`src/core/iosw_pkg.sv`:
```
/*
 * iosw_pkg: bit positions, widths and selector codes of the terminal status words.
 * Assumes a single core clock domain; used by core/iosw_status_word.sv.
 */
package iosw_pkg;
	localparam int WORD_WIDTH      = 16;
	localparam int DIGIT_WIDTH     = 4;
	localparam int DIGIT_COUNT     = 4;
	localparam int GEN_INPUT_COUNT = 5;
	localparam int TR_OUTPUT_COUNT = 3;
	// input word layout
	localparam int IN_FWD_BIT      = 0;
	localparam int IN_REV_BIT      = 1;
	localparam int IN_GEN_LSB      = 2;
	localparam int IN_COMM_FWD_BIT = 13;
	localparam int IN_COMM_REV_BIT = 14;
	localparam int IN_COMM_RST_BIT = 15;
	// output word layout
	localparam int OUT_TR_LSB      = 0;
	localparam int OUT_RELAY_BIT   = 4;
	localparam int OUT_ALARM_BIT   = 8;
	localparam logic [WORD_WIDTH-1:0] WORD_RESET = 16'h0000;
	// display mode for link-received commands
	typedef enum logic {
		IOSW_SHOW_SEGMENT,
		IOSW_SHOW_HEX
	} iosw_show_type;
	// source/sink switch: sink means a terminal is active when pulled low
	localparam logic SWITCH_SINK = 1'h0;
endpackage

```
`src/core/iosw_status_word.sv`:
```
/*
 * iosw_status_word: packs control terminal and link command states into 16-bit
 * status words, with a four-digit hex form for the monitor display.
 * Assumes terminal pins are asynchronous to core_clk; link command bits and
 * the command code setting come from logic on core_clk.
 */
`timescale 1ns/100ps
module iosw_status_word (
	// clock and reset
	input  wire logic                             core_clk,
	input  wire logic                             reset,
	// control terminal pins, raw electrical level
	input  wire logic                             forward_run_input,
	input  wire logic                             reverse_run_input,
	input  wire logic [iosw_pkg::GEN_INPUT_COUNT-1:0] general_input,
	input  wire logic                             source_sink_switch,
	// output terminal states, one while conducting or closed
	input  wire logic [iosw_pkg::TR_OUTPUT_COUNT-1:0] transistor_output,
	input  wire logic                             general_relay_output,
	input  wire logic                             alarm_relay_output,
	// commands received over the serial link, one meaning active; code setting one selects hex display
	input  wire logic                             link_forward_run,
	input  wire logic                             link_reverse_run,
	input  wire logic [iosw_pkg::GEN_INPUT_COUNT-1:0] link_general_input,
	input  wire logic                             comm_forward_command,
	input  wire logic                             comm_reverse_command,
	input  wire logic                             comm_fault_reset_command,
	input  wire logic                             comm_command_code_setting,
	// status words
	output logic [iosw_pkg::WORD_WIDTH-1:0]       input_status_word,
	output logic [iosw_pkg::WORD_WIDTH-1:0]       output_status_word,
	output logic [iosw_pkg::WORD_WIDTH-1:0]       link_status_word,
	// display forms: link segment bits and mode, hex digits of all three words
	output logic [iosw_pkg::WORD_WIDTH-1:0]       link_segment_bits,
	output logic                                  link_show_hex,
	output logic [iosw_pkg::WORD_WIDTH-1:0]       input_hex_digits,
	output logic [iosw_pkg::WORD_WIDTH-1:0]       output_hex_digits,
	output logic [iosw_pkg::WORD_WIDTH-1:0]       link_hex_digits
);
	// bit positions of each pin in the synchroniser vector
	localparam int PIN_FWD     = 0;
	localparam int PIN_REV     = 1;
	localparam int PIN_GEN_LSB = 2;
	localparam int PIN_SW      = PIN_GEN_LSB + iosw_pkg::GEN_INPUT_COUNT;
	localparam int PIN_TR_LSB  = PIN_SW + 1;
	localparam int PIN_RELAY   = PIN_TR_LSB + iosw_pkg::TR_OUTPUT_COUNT;
	localparam int PIN_ALARM   = PIN_RELAY + 1;
	localparam int PIN_COUNT   = PIN_ALARM + 1;

	logic [PIN_COUNT-1:0] pin_raw;
	logic [PIN_COUNT-1:0] sync1_q;
	logic [PIN_COUNT-1:0] sync2_q;
	logic [PIN_COUNT-1:0] sync3_q;
	logic [PIN_COUNT-1:0] stable_q;
	logic [iosw_pkg::WORD_WIDTH-1:0] in_word_d;
	logic [iosw_pkg::WORD_WIDTH-1:0] out_word_d;
	logic [iosw_pkg::WORD_WIDTH-1:0] link_word_d;
	logic                            fwd_s;
	logic                            rev_s;
	logic [iosw_pkg::GEN_INPUT_COUNT-1:0] gen_s;
	logic                            sw_s;
	logic [iosw_pkg::TR_OUTPUT_COUNT-1:0] tr_s;
	logic                            relay_s;
	logic                            alarm_s;
	logic                            active_high;

	assign pin_raw = {alarm_relay_output, general_relay_output, transistor_output,
		source_sink_switch, general_input, reverse_run_input, forward_run_input};

	// three-stage synchronisers; a level counts once stages two and three agree
	// no pulse filter beyond that: a glitch lasting through both stages
	// still reaches the word
	always_ff @(posedge core_clk) begin
		if (reset) begin
			sync1_q <= '0;
			sync2_q <= '0;
			sync3_q <= '0;
		end else begin
			sync1_q <= pin_raw;
			sync2_q <= sync1_q;
			sync3_q <= sync2_q;
		end
	end

	genvar gi;
	generate
		for (gi = 0; gi < PIN_COUNT; gi = gi + 1) begin : g_pin
			always_ff @(posedge core_clk) begin
				if (reset) begin
					stable_q[gi] <= 1'h0;
				end else if (sync2_q[gi] == sync3_q[gi]) begin
					stable_q[gi] <= sync3_q[gi];
				end
			end
		end
	endgenerate

	assign fwd_s   = stable_q[PIN_FWD];
	assign rev_s   = stable_q[PIN_REV];
	assign gen_s   = stable_q[PIN_GEN_LSB +: iosw_pkg::GEN_INPUT_COUNT];
	assign sw_s    = stable_q[PIN_SW];
	assign tr_s    = stable_q[PIN_TR_LSB +: iosw_pkg::TR_OUTPUT_COUNT];
	assign relay_s = stable_q[PIN_RELAY];
	assign alarm_s = stable_q[PIN_ALARM];

	// switch sets level
	// switch is synchronised with the pins so a move never mixes levels
	assign active_high = (sw_s != iosw_pkg::SWITCH_SINK);

	always_comb begin
		in_word_d = iosw_pkg::WORD_RESET;
		in_word_d[iosw_pkg::IN_FWD_BIT] = ~(fwd_s ^ active_high);
		in_word_d[iosw_pkg::IN_REV_BIT] = ~(rev_s ^ active_high);
		in_word_d[iosw_pkg::IN_GEN_LSB +: iosw_pkg::GEN_INPUT_COUNT] =
			~(gen_s ^ {iosw_pkg::GEN_INPUT_COUNT{active_high}});
	end

	always_comb begin
		out_word_d = iosw_pkg::WORD_RESET;
		out_word_d[iosw_pkg::OUT_TR_LSB +: iosw_pkg::TR_OUTPUT_COUNT] = tr_s;
		out_word_d[iosw_pkg::OUT_RELAY_BIT] = relay_s;
		out_word_d[iosw_pkg::OUT_ALARM_BIT] = alarm_s;
	end

	always_comb begin
		link_word_d = iosw_pkg::WORD_RESET;
		link_word_d[iosw_pkg::IN_FWD_BIT] = link_forward_run;
		link_word_d[iosw_pkg::IN_REV_BIT] = link_reverse_run;
		link_word_d[iosw_pkg::IN_GEN_LSB +: iosw_pkg::GEN_INPUT_COUNT] = link_general_input;
		link_word_d[iosw_pkg::IN_COMM_FWD_BIT] = comm_forward_command;
		link_word_d[iosw_pkg::IN_COMM_REV_BIT] = comm_reverse_command;
		link_word_d[iosw_pkg::IN_COMM_RST_BIT] = comm_fault_reset_command;
	end

	// all three words update on one edge so a reader never sees a torn pair
	always_ff @(posedge core_clk) begin
		if (reset) begin
			input_status_word  <= iosw_pkg::WORD_RESET;
			output_status_word <= iosw_pkg::WORD_RESET;
			link_status_word   <= iosw_pkg::WORD_RESET;
		end else begin
			input_status_word  <= in_word_d;
			output_status_word <= out_word_d;
			link_status_word   <= link_word_d;
		end
	end

	always_ff @(posedge core_clk) begin
		if (reset) begin
			link_show_hex <= 1'h0;
		end else begin
			link_show_hex <= (comm_command_code_setting == iosw_pkg::IOSW_SHOW_HEX);
		end
	end

	// segment bits cleared in hex mode so only one form is live
	always_ff @(posedge core_clk) begin
		if (reset) begin
			link_segment_bits <= iosw_pkg::WORD_RESET;
		end else begin
			link_segment_bits <= (comm_command_code_setting == iosw_pkg::IOSW_SHOW_HEX)
				? iosw_pkg::WORD_RESET : link_word_d;
		end
	end

	// digits, msd first
	// digit 0 of each output is the most significant nibble so the display
	// can scan left to right without reordering
	genvar di;
	generate
		for (di = 0; di < iosw_pkg::DIGIT_COUNT; di = di + 1) begin : g_digit
			localparam int SRC = (iosw_pkg::DIGIT_COUNT - 1 - di) * iosw_pkg::DIGIT_WIDTH;
			localparam int DST = di * iosw_pkg::DIGIT_WIDTH;
			always_ff @(posedge core_clk) begin
				if (reset) begin
					input_hex_digits[DST +: iosw_pkg::DIGIT_WIDTH] <= '0;
				end else begin
					input_hex_digits[DST +: iosw_pkg::DIGIT_WIDTH] <=
						in_word_d[SRC +: iosw_pkg::DIGIT_WIDTH];
				end
			end

			always_ff @(posedge core_clk) begin
				if (reset) begin
					output_hex_digits[DST +: iosw_pkg::DIGIT_WIDTH] <= '0;
				end else begin
					output_hex_digits[DST +: iosw_pkg::DIGIT_WIDTH] <=
						out_word_d[SRC +: iosw_pkg::DIGIT_WIDTH];
				end
			end

			// link digits blank in segment mode so stale hex never shows
			always_ff @(posedge core_clk) begin
				if (reset) begin
					link_hex_digits[DST +: iosw_pkg::DIGIT_WIDTH] <= '0;
				end else begin
					link_hex_digits[DST +: iosw_pkg::DIGIT_WIDTH] <=
						(comm_command_code_setting == iosw_pkg::IOSW_SHOW_HEX)
						? link_word_d[SRC +: iosw_pkg::DIGIT_WIDTH] : 4'h0;
				end
			end
		end
	endgenerate
endmodule

```
`config.mk`:
```
export PLATFORM = sky130hd
export DESIGN_NAME = iosw_status_word
export DESIGN_NICKNAME = d
export VERILOG_FILES = /design/src/core/iosw_pkg.sv /design/src/core/iosw_status_word.sv
export SDC_FILE = /design/constraint.sdc
export NUM_CORES = 1
export LEC_CHECK = 0
export ABC_AREA = 1
export BUFFER_PORTS_ARGS = -buffer_cell sky130_fd_sc_hd__buf_4
export CORE_AREA = 2 2 96 98
export CTS_CLUSTER_DIAMETER = 100
export CTS_CLUSTER_SIZE = 8
export DETAILED_ROUTE_END_ITERATION = 8
export DIE_AREA = 0 0 98 100
export GPL_TIMING_DRIVEN = 0
export PLACE_DENSITY = 0.67
export SLEW_MARGIN = 20
export SYNTH_ARGS = -nofsm -noshare
export SYNTH_HDL_FRONTEND = slang
export SYNTH_SLANG_ARGS = --single-unit
```
`constraint.sdc`:
```
create_clock -name core_clk -period 1.19 [get_ports core_clk]
set_clock_uncertainty 0.05 [all_clocks]
set_input_delay 0.1785 -clock core_clk [delete_from_list [all_inputs] [get_ports core_clk]]
set_output_delay 0.1785 -clock core_clk [all_outputs]
set_load 0.01 [all_outputs]
```
==> impl_metrics.py, run 1 <==
metrics = {
    "run_status": {
        "status": "completed",
    },
    "die": {
        "fp.dieW_um": 98,
        "dieArea_um2": 9800,
        "fp.coreArea_um2": 8890,
        "die_y_um": 100,
        "io_pins": 139,
        "rows": 35,
        "initial_utilization_pct": 38.33,
    },
    "route": {
        "wire_per_inst_um": 9.021,
        "vias_per_cell": 3.735,
        "drtAntennaViolNets": 0,
        "wirelength_mm": 5.891,
        "drc": 0,
        "drtIter0Drc": 20,
        "first_pass_iters": 4,
        "vias": 2439,
    },
    "hold_path": {
        "whs_path_depth": 3,
        "holdPathEnd": "sync1_q[0]",
        "hold_start": "forward_run_input",
        "min_path_type": "in -> reg",
    },
    "critical_path": {
        "cp-end-kind": "output port",
        "crit_arrival_ns": 0.92,
        "start_kind": "flip-flop",
        "cp.required_ns": 0.96,
        "critPathLaunch": "output_status_word[8]",
        "criticalPathCategory": "reg -> out",
        "r2r_cells": 4,
        "r2r_start": "active_high",
        "ff2ff_setup_slack_ns": 0.27,
        "cpMostUsedCell": "buf_4",
        "cpPeakStageDelay_ns": 0.32,
        "crit_fanout": 2,
        "timing.rr.end": "input_status_word[1]",
        "cp_slowest_cell": "dfxtp_1",
        "crit_chain": "buf_4, buf_4",
    },
    "clocking": {
        "post-cts-setup-buffers": 0,
        "clk_latency_ns": 0.35,
        "clockBufferDepth": 2,
        "cts_tree": "built",
        "cts-root-buf": "clkbuf_8",
        "numCtsBuffers": 9,
        "h-tree-depth": 3,
        "clkSinkCount": 95,
        "clkSlewWorstSetupHoldPaths_ns": 0.09,
    },
    "power": {
        "leakagePower_nw": 2.408,
        "power_density_nw_per_um2": 1290,
        "p_total_w": 0.006038,
        "irDropWorstVdd_v": 0.0006912,
    },
    "sta": {
        "period_minus_slack_ns": 1.151,
        "fmax_mhz": 868.5,
        "drv_slew": 0,
        "rsz0062_at_grt": "false",
        "finalHoldViolations": 0,
        "holdWs_ns": 0.01071,
        "post-route-period-util_pct": 96.76,
        "setup_viol": 0,
        "finalSetupTns_ns": 0,
    },
    "final_layout": {
        "diodes": 0,
        "final_cell_mix": "buf_4 (148), dfxtp_1 (92), nor2_1 (79)",
        "layout.nets": 563,
        "final_common_cell": "buf_4",
        "area_growth_pct": 37.39,
        "final_layout_size_suffix_gt1_share_pct": 39.48,
    },
    "yosys": {
        "yosysSeqAreaShare_pct": 55.82,
        "ys_types": 16,
        "ys.warnings.count": 0,
        "syn_avg_cell_area_um2": 9.037,
        "synthCells": 377,
        "ys_ff_latch": 95,
        "syn_area_um2": 3407,
    },
    "run": {
        "maxCapViolCount": 0,
    },
    "global_route": {
        "antenna_found_initial": 0,
        "grt_max_degree": 16,
        "gr-total-overflow": 0,
        "grt_use_total_pct": 11.76,
        "grt_pass1_vias": 2165,
        "grt_first_pass_wirelength_mm": 9.170,
    },
    "placed_design": {
        "place.port_buffers": 80,
        "place_hpwl_mm": 4.398,
        "gp_congestion": 0.6970,
    },
}
## registers in the layout (all words and copies together), names as in the netlist
| register | flops |
|---|---|
| out_word_d | 3 |
| input_status_word | 7 |
| link_segment_bits | 10 |
| sync2_q | 13 |
| fwd_s | 1 |
| link_status_word | 10 |
| sync1_q | 13 |
| sync3_q | 13 |
| link_hex_digits | 10 |
| link_show_hex | 1 |
| output_status_word | 5 |
| alarm_s | 1 |
| relay_s | 1 |
| gen_s | 5 |
| rev_s | 1 |
| active_high | 1 |
## synthesized netlist by cell type
library cell | number | area share (%)
a21oi_1 | 13 | 1.9
buf_2 | 5 | 0.73
buf_4 | 70 | 15
buf_6 | 6 | 2.0
conb_1 | 1 | 0.11
dfxtp_1 | 95 | 56
inv_1 | 55 | 6.1
inv_2 | 1 | 0.11
inv_4 | 1 | 0.18
nand2_1 | 14 | 1.5
nand2_2 | 1 | 0.18
nor2_1 | 79 | 8.7
nor2_2 | 22 | 4.0
o21ai_1 | 3 | 0.44
o21ai_2 | 10 | 2.6
or2_1 | 1 | 0.18
## worst max path at each step
stage	to	slack, ns	cells past startpoint
floorplan	input_status_word[3]	0.36	4
global placement	out_word_d[0]	0.27	6
detailed placement	out_word_d[0]	0.24	6
CTS	output_status_word[1]	0.006	2
global route	input_status_word[6]	0.0002	2
finish	output_status_word[8]	0.04	2
## worst max-delay path, delay by kind of cell, from the launching register on
kind | cells | cell delay, ns
buffers and inverters | 2 | 0.25
DFF | 1 | 0.32
## routing by layer
metal | GRT usage (%) | routed length [µm]
met1 | 12.46 | 2293
met2 | 21.55 | 3181
met3 | 2.159 | 331
met4 | 7.372 | 85
met5 | 0 | 0
## through the flow
step	instance area, µm²	instances	utilization, %	worst slack [ns]
CTS	4671	653	52.54	0.005831
floorplan	3621	434	-	0.3641
finish	4681	653	52.65	0.03856
global route	4681	653	52.65	0.0001912
global placement	4360	625	49.05	0.2656
detailed placement	4360	625	49.05	0.2395
## report_power, final
part	internal [W]	switching, W	total (W)
registers	0.00329	0.0000437	0.00334
logic	0.000375	0.000326	0.000702
clock network	0.000964	0.00104	0.00200
total	0.00463	0.00141	0.00604
## final cells by class
cell class	instances	area, µm²
Fill cell	813	4209
Multi-Input combinational cell	201	884.6
Buffer	81	618.1
Tap cell	111	138.9
Sequential cell	95	1906
Inverter	57	216.5
Clock inverter	6	61.31
Clock buffer	10	127.6
Timing Repair Buffer	92	728.2
## cells by family (layout without fill, tap and decap cells)
| family | count (synthesis) | after routing | synth area share, % |
|---|---|---|---|
| and+or+nand+nor | 117 | 117 | 14.65 |
| AOI/OAI and AO/OA | 26 | 26 | 4.921 |
| buffers and inverters | 138 | 246 | 24.49 |
| DFF | 95 | 95 | 55.82 |
| other | 1 | 58 | 0.1101 |
## what timing repair did
action                     CTS  global route
hold endpoints to repair    12             0
resized for setup            1             4
hold buffers                12             0
setup endpoints to repair    1             3
pin swaps                    0             0
No activity file was read; power rests on OpenSTA's default activity.
==> run 2, diff against run 1 <==
--- a/config.mk
+++ b/config.mk
@@ -5,13 +5,13 @@
 export SDC_FILE = /design/constraint.sdc
 export NUM_CORES = 1
 export LEC_CHECK = 0
-export ABC_AREA = 1
+export ABC_AREA = 0
 export BUFFER_PORTS_ARGS = -buffer_cell sky130_fd_sc_hd__buf_4
-export CORE_AREA = 2 2 96 98
+export CORE_AREA = 2 2 94 96
 export CTS_CLUSTER_DIAMETER = 100
 export CTS_CLUSTER_SIZE = 8
 export DETAILED_ROUTE_END_ITERATION = 8
-export DIE_AREA = 0 0 98 100
+export DIE_AREA = 0 0 96 98
 export GPL_TIMING_DRIVEN = 0
 export PLACE_DENSITY = 0.67
 export SLEW_MARGIN = 20
==> impl_metrics.py, run 2 <==
metrics = {
    "run_status": {
        "status": "completed",
    },
    "yosys": {
        "netlist_top_cells_area": "dfxtp_1 (59%), buf_4 (18%), nor2b_1 (11%)",
        "yosysTopAreaCell": "dfxtp_1",
        "ys.flop_type": "dfxtp_1",
        "synthTopCellsByCount": "dfxtp_1 (95), buf_4 (76), nor2b_1 (55)",
        "ys_types": 13,
        "yosysSeqAreaShare_pct": 58.69,
        "ys_ff_latch": 95,
        "yosysMostFrequentCell": "dfxtp_1",
        "synthCells": 305,
        "syn_area_um2": 3241,
        "synth_edf_count": 0,
        "async_flop_share_pct": 0,
        "ys.warnings.count": 0,
        "syn_avg_cell_area_um2": 10.62,
        "yosysTopAreaCellShare_pct": 58.69,
    },
    "critical_path": {
        "crit_fanout": 2,
        "cp.required_ns": 0.96,
        "critPathTopFamily": "flip-flops",
        "crit_arrival_ns": 0.92,
        "start_kind": "flip-flop",
        "ff2ff_setup_slack_ns": 0.25,
        "crit_buf_inv": 2,
        "cp-end-kind": "output port",
        "crit_chain": "buf_4, buf_6",
        "cp_slowest_cell": "dfxtp_2",
        "criticalPathCategory": "reg -> out",
        "cpPeakStageDelay_ns": 0.34,
    },
    "power": {
        "leakagePower_nw": 2.269,
        "power_density_nw_per_um2": 1304,
        "irDropWorstVdd_v": 0.0006052,
    },
    "sta": {
        "slew_headroom_pct": 66.51,
        "holdWs_ns": 0.09790,
        "finalHoldViolations": 0,
        "drv_slew": 0,
        "tightest_slew_ns": 0.5024,
        "fmax_mhz": 872.7,
        "setup_viol": 0,
        "period_minus_slack_ns": 1.146,
        "post-route-period-util_pct": 96.30,
    },
    "die": {
        "io_pins": 139,
        "rows": 34,
        "fp.coreArea_um2": 8466,
        "dieArea_um2": 9408,
        "fp.dieW_um": 96,
        "die_y_um": 98,
        "initial_utilization_pct": 38.28,
    },
    "route": {
        "wirelength_mm": 5.362,
        "drc": 0,
        "first_pass_iters": 4,
        "drtAntennaViolNets": 0,
        "vias_per_cell": 3.655,
        "wire_per_inst_um": 9.104,
        "drtIter0Drc": 61,
        "vias": 2153,
    },
    "clocking": {
        "post-cts-setup-buffers": 0,
        "cts_tree": "built",
        "clk_latency_ns": 0.34,
        "clkSlewWorstSetupHoldPaths_ns": 0.09,
        "h-tree-depth": 3,
        "clkSinkCount": 95,
        "clockBufferDepth": 2,
        "cts-root-buf": "clkbuf_8",
        "numCtsBuffers": 9,
    },
    "run": {
        "maxCapViolCount": 0,
    },
    "final_layout": {
        "final_common_cell": "buf_4",
        "diodes": 0,
        "layout.nets": 502,
        "reg.largest.list": "sync1_q (13), sync2_q (13), sync3_q (13)",
        "n_fill_cell": 777,
        "fin_util_pct": 55.04,
        "area_growth_pct": 43.78,
        "stdcell_count": 589,
        "final_layout_size_suffix_gt1_share_pct": 38.05,
        "final_cell_mix": "buf_4 (148), dfxtp_1 (86), conb_1 (58)",
    },
    "global_route": {
        "grt_pass1_vias": 1874,
        "antenna_found_initial": 0,
        "gr-total-overflow": 0,
        "grt_first_pass_wirelength_mm": 8.466,
        "grt_max_degree": 17,
        "grt_use_total_pct": 11.66,
    },
    "hold_path": {
        "min_path_type": "in -> reg",
    },
    "placed_design": {
        "place_hpwl_mm": 3.936,
        "place_inst": 550,
        "place.port_buffers": 80,
        "gp_congestion": 0.7330,
    },
}
==> run 2: timing repair <==
| item | in CTS | in global routing |
|---|---|---|
| resized for setup | 0 | 17 |
| hold buffers | 23 | 0 |
| endpoints found under the setup margin | 0 | 9 |
| endpoints found under the hold margin | 43 | 0 |
==> run 2: cell type report <==
cell class                 instances  area, µm²  share of cell area (%)
sequential                        95       1913                   41.06
buffer                            80      588.1                   12.62
tap                              108      135.1                   2.900
clock buffer                      10      127.6                   2.739
timing repair buffer             103      860.8                   18.47
multi-input combinational        187      964.7                   20.70
clock inverter                     6      70.07                   1.504
==> run 2: worst paths after layout <==
kind / startpoint / to / depth (start not counted)
worst min register to register: sync1_q[6] / sync2_q[6] / 1
worst max-delay path: input_status_word[5] / input_status_word[5] / 2
worst min-delay path: reset / link_hex_digits[15] / 3
worst max register to register: active_high / input_status_word[4] / 3
==> run 2: cells by family (layout without fill, tap and decap cells) <==
logic type / after synthesis / in the layout / synth area share (%)
buffers and inverters: 80 / 199 / 18.15
other: 1 / 58 / 0.1157
AND/OR/NAND/NOR: 96 / 96 / 17.14
XOR/XNOR: 7 / 7 / 1.892
flip-flops: 95 / 95 / 58.69
AO/OA/AOI/OAI: 26 / 26 / 4.015
==> run 2: where the power goes <==
part | switching [W] | internal (W) | total [W] | leakage, nW
Clock | 0.00108 | 0.000982 | 0.00206 | 0.0891
Sequential | 0.0000385 | 0.00329 | 0.00333 | 0.782
Combinational | 0.000281 | 0.000403 | 0.000684 | 1.40
Total | 0.00140 | 0.00468 | 0.00607 | 2.27
==> run 2: worst reg2reg max path, stage by stage, from the launching register on <==
cell and delay [ns]:
dfxtp_1 0.31, buf_2 0.23, xor2_1 0.20, nor2_1 0.06
==> run 2: per-layer routing <==
metal	vias up	track usage (%)	share of wire, %
met4	0	6.264	2.5
met2	75	19.55	52
li1	1150	-	-
met3	13	3.318	6.3
met1	915	13.15	39
met5	-	0	0
==> run 2: metrics by stage <==
stage               power, W  cell area, µm²    TNS (ns)  setup WS, ns
detailed placement  0.004018            4190           0        0.1705
finish              0.006075            4659           0       0.04408
global placement    0.004008            4190           0        0.2066
floorplan           0.003796            3455           0        0.3482
CTS                 0.006128            4618           0      0.008901
global route        0.006373            4659  -0.0004053    -0.0004053
==> run 3, diff against run 2 <==
--- a/config.mk
+++ b/config.mk
@@ -7,13 +7,14 @@
 export LEC_CHECK = 0
 export ABC_AREA = 0
 export BUFFER_PORTS_ARGS = -buffer_cell sky130_fd_sc_hd__buf_4
-export CORE_AREA = 2 2 94 96
+export CORE_AREA = 2 2 87 89
 export CTS_CLUSTER_DIAMETER = 100
 export CTS_CLUSTER_SIZE = 8
 export DETAILED_ROUTE_END_ITERATION = 8
-export DIE_AREA = 0 0 96 98
+export DIE_AREA = 0 0 89 91
 export GPL_TIMING_DRIVEN = 0
-export PLACE_DENSITY = 0.67
+export PLACE_DENSITY = 0.77
+export SKIP_CTS_REPAIR_TIMING = 1
 export SLEW_MARGIN = 20
 export SYNTH_ARGS = -nofsm -noshare
 export SYNTH_HDL_FRONTEND = slang
==> impl_metrics.py, run 3 (synthesized netlist as in run 2, its figures left out) <==
metrics = {
    "sta": {
        "finalSetupTns_ns": 0,
        "drv_slew": 0,
        "finalHoldViolations": 1,
        "holdWs_ns": -0.008261,
        "post-route-period-util_pct": 96.30,
        "rsz0062_at_grt": "false",
        "period_minus_slack_ns": 1.146,
        "setup_viol": 0,
        "fmax_mhz": 872.7,
    },
    "clocking": {
        "clockBufferDepth": 2,
        "cts_tree": "built",
        "clkSlewWorstSetupHoldPaths_ns": 0.09,
        "cts-root-buf": "clkbuf_8",
        "h-tree-depth": 3,
        "clkSinkCount": 95,
        "numCtsBuffers": 9,
        "clk_latency_ns": 0.35,
    },
    "final_layout": {
        "final_cell_mix": "buf_4 (148), dfxtp_1 (86), conb_1 (58)",
        "fin_util_pct": 64.81,
        "layout.nets": 499,
        "n_fill_cell": 614,
        "stdcell_count": 577,
        "final_common_cell": "buf_4",
        "reg.largest.list": "sync1_q (13), sync2_q (13), sync3_q (13)",
        "area_growth_pct": 42.74,
        "diodes": 0,
        "final_layout_size_suffix_gt1_share_pct": 37.87,
    },
    "critical_path": {
        "ff2ff_setup_slack_ns": 0.26,
        "cpPeakStageDelay_ns": 0.33,
        "crit_arrival_ns": 0.92,
        "crit_buf_inv": 2,
        "start_kind": "flip-flop",
        "crit_fanout": 2,
        "cp.required_ns": 0.96,
        "critPathTopFamily": "flip-flops",
        "crit_chain": "buf_4, buf_6",
        "cp-end-kind": "output port",
        "criticalPathCategory": "reg -> out",
        "cp_slowest_cell": "dfxtp_2",
    },
    "global_route": {
        "grt_use_total_pct": 13.73,
        "grt_first_pass_wirelength_mm": 8.314,
        "gr-total-overflow": 0,
        "antenna_found_initial": 0,
        "grt_max_degree": 15,
        "grt_pass1_vias": 1873,
    },
    "route": {
        "drtAntennaViolNets": 0,
        "drc": 0,
        "vias_per_cell": 3.820,
        "wirelength_mm": 5.810,
        "wire_per_inst_um": 10.07,
        "first_pass_iters": 4,
        "drtIter0Drc": 58,
        "vias": 2204,
    },
    "die": {
        "fp.dieW_um": 89,
        "io_pins": 139,
        "initial_utilization_pct": 45.41,
        "fp.coreArea_um2": 7137,
        "die_y_um": 91,
        "dieArea_um2": 8099,
        "rows": 31,
    },
    "placed_design": {
        "gp_congestion": 0.7001,
        "place_hpwl_mm": 4.092,
        "place.port_buffers": 80,
        "place_inst": 541,
    },
    "power": {
        "power_density_nw_per_um2": 1341,
        "p_total_w": 0.006203,
        "irDropWorstVdd_v": 0.0006752,
        "leakagePower_nw": 2.272,
    },
    "hold_path": {
        "min_path_type": "in -> reg",
    },
    "run_status": {
        "status": "finished with violations",
        "violations": "hold timing",
    },
    "run": {
        "maxCapViolCount": 0,
    },
}
[run 3: worst reg2reg max path, stage by stage, from the launching register on]
cell     delay [ns]
dfxtp_1        0.31
buf_2          0.24
o21ai_0        0.13
a21oi_1        0.14
[run 3: final timing paths]
kind / cells past startpoint / to / from
min reg2reg: 1 / sync2_q[2] / sync1_q[2]
max: 2 / input_status_word[6] / input_status_word[6]
max reg2reg: 3 / active_high / active_high
min: 2 / sync1_q[6] / general_input[4]
[run 3: per-stage QoR]
stage	setup WS (ns)	instance area (µm²)
after floorplan	0.3482	3455
after global placement	0.2105	4179
after detailed placement	0.1608	4179
after CTS	0.005399	4384
after global routing	0.001087	4626
final	0.04406	4626
[run 3: metal layers]
| layer | global-route usage, % | up-vias | wire length, µm |
|---|---|---|---|
| met2 | 24.63 | 77 | 3125 |
| met4 | 8.582 | 0 | 204 |
| met5 | 0 | - | 0 |
| met3 | 4.273 | 17 | 395 |
| li1 | - | 1143 | - |
| met1 | 13.14 | 967 | 2085 |
[run 3: area by class of cell]
cell class,instances,area [µm²],area share [%]
plain buffers,80,588.1,12.71
clock buffers,12,135.1,2.921
clock inverters,4,70.07,1.515
multi-input cells,187,964.7,20.85
flip-flops and latches,95,1913,41.36
well taps,99,123.9,2.678
repair buffers,100,830.8,17.96
[run 3: where the power goes]
group | switching, W | total, W | internal (W)
logic | 0.000289 | 0.000685 | 0.000396
registers | 0.0000376 | 0.00333 | 0.00329
clock network | 0.00101 | 0.00219 | 0.00118
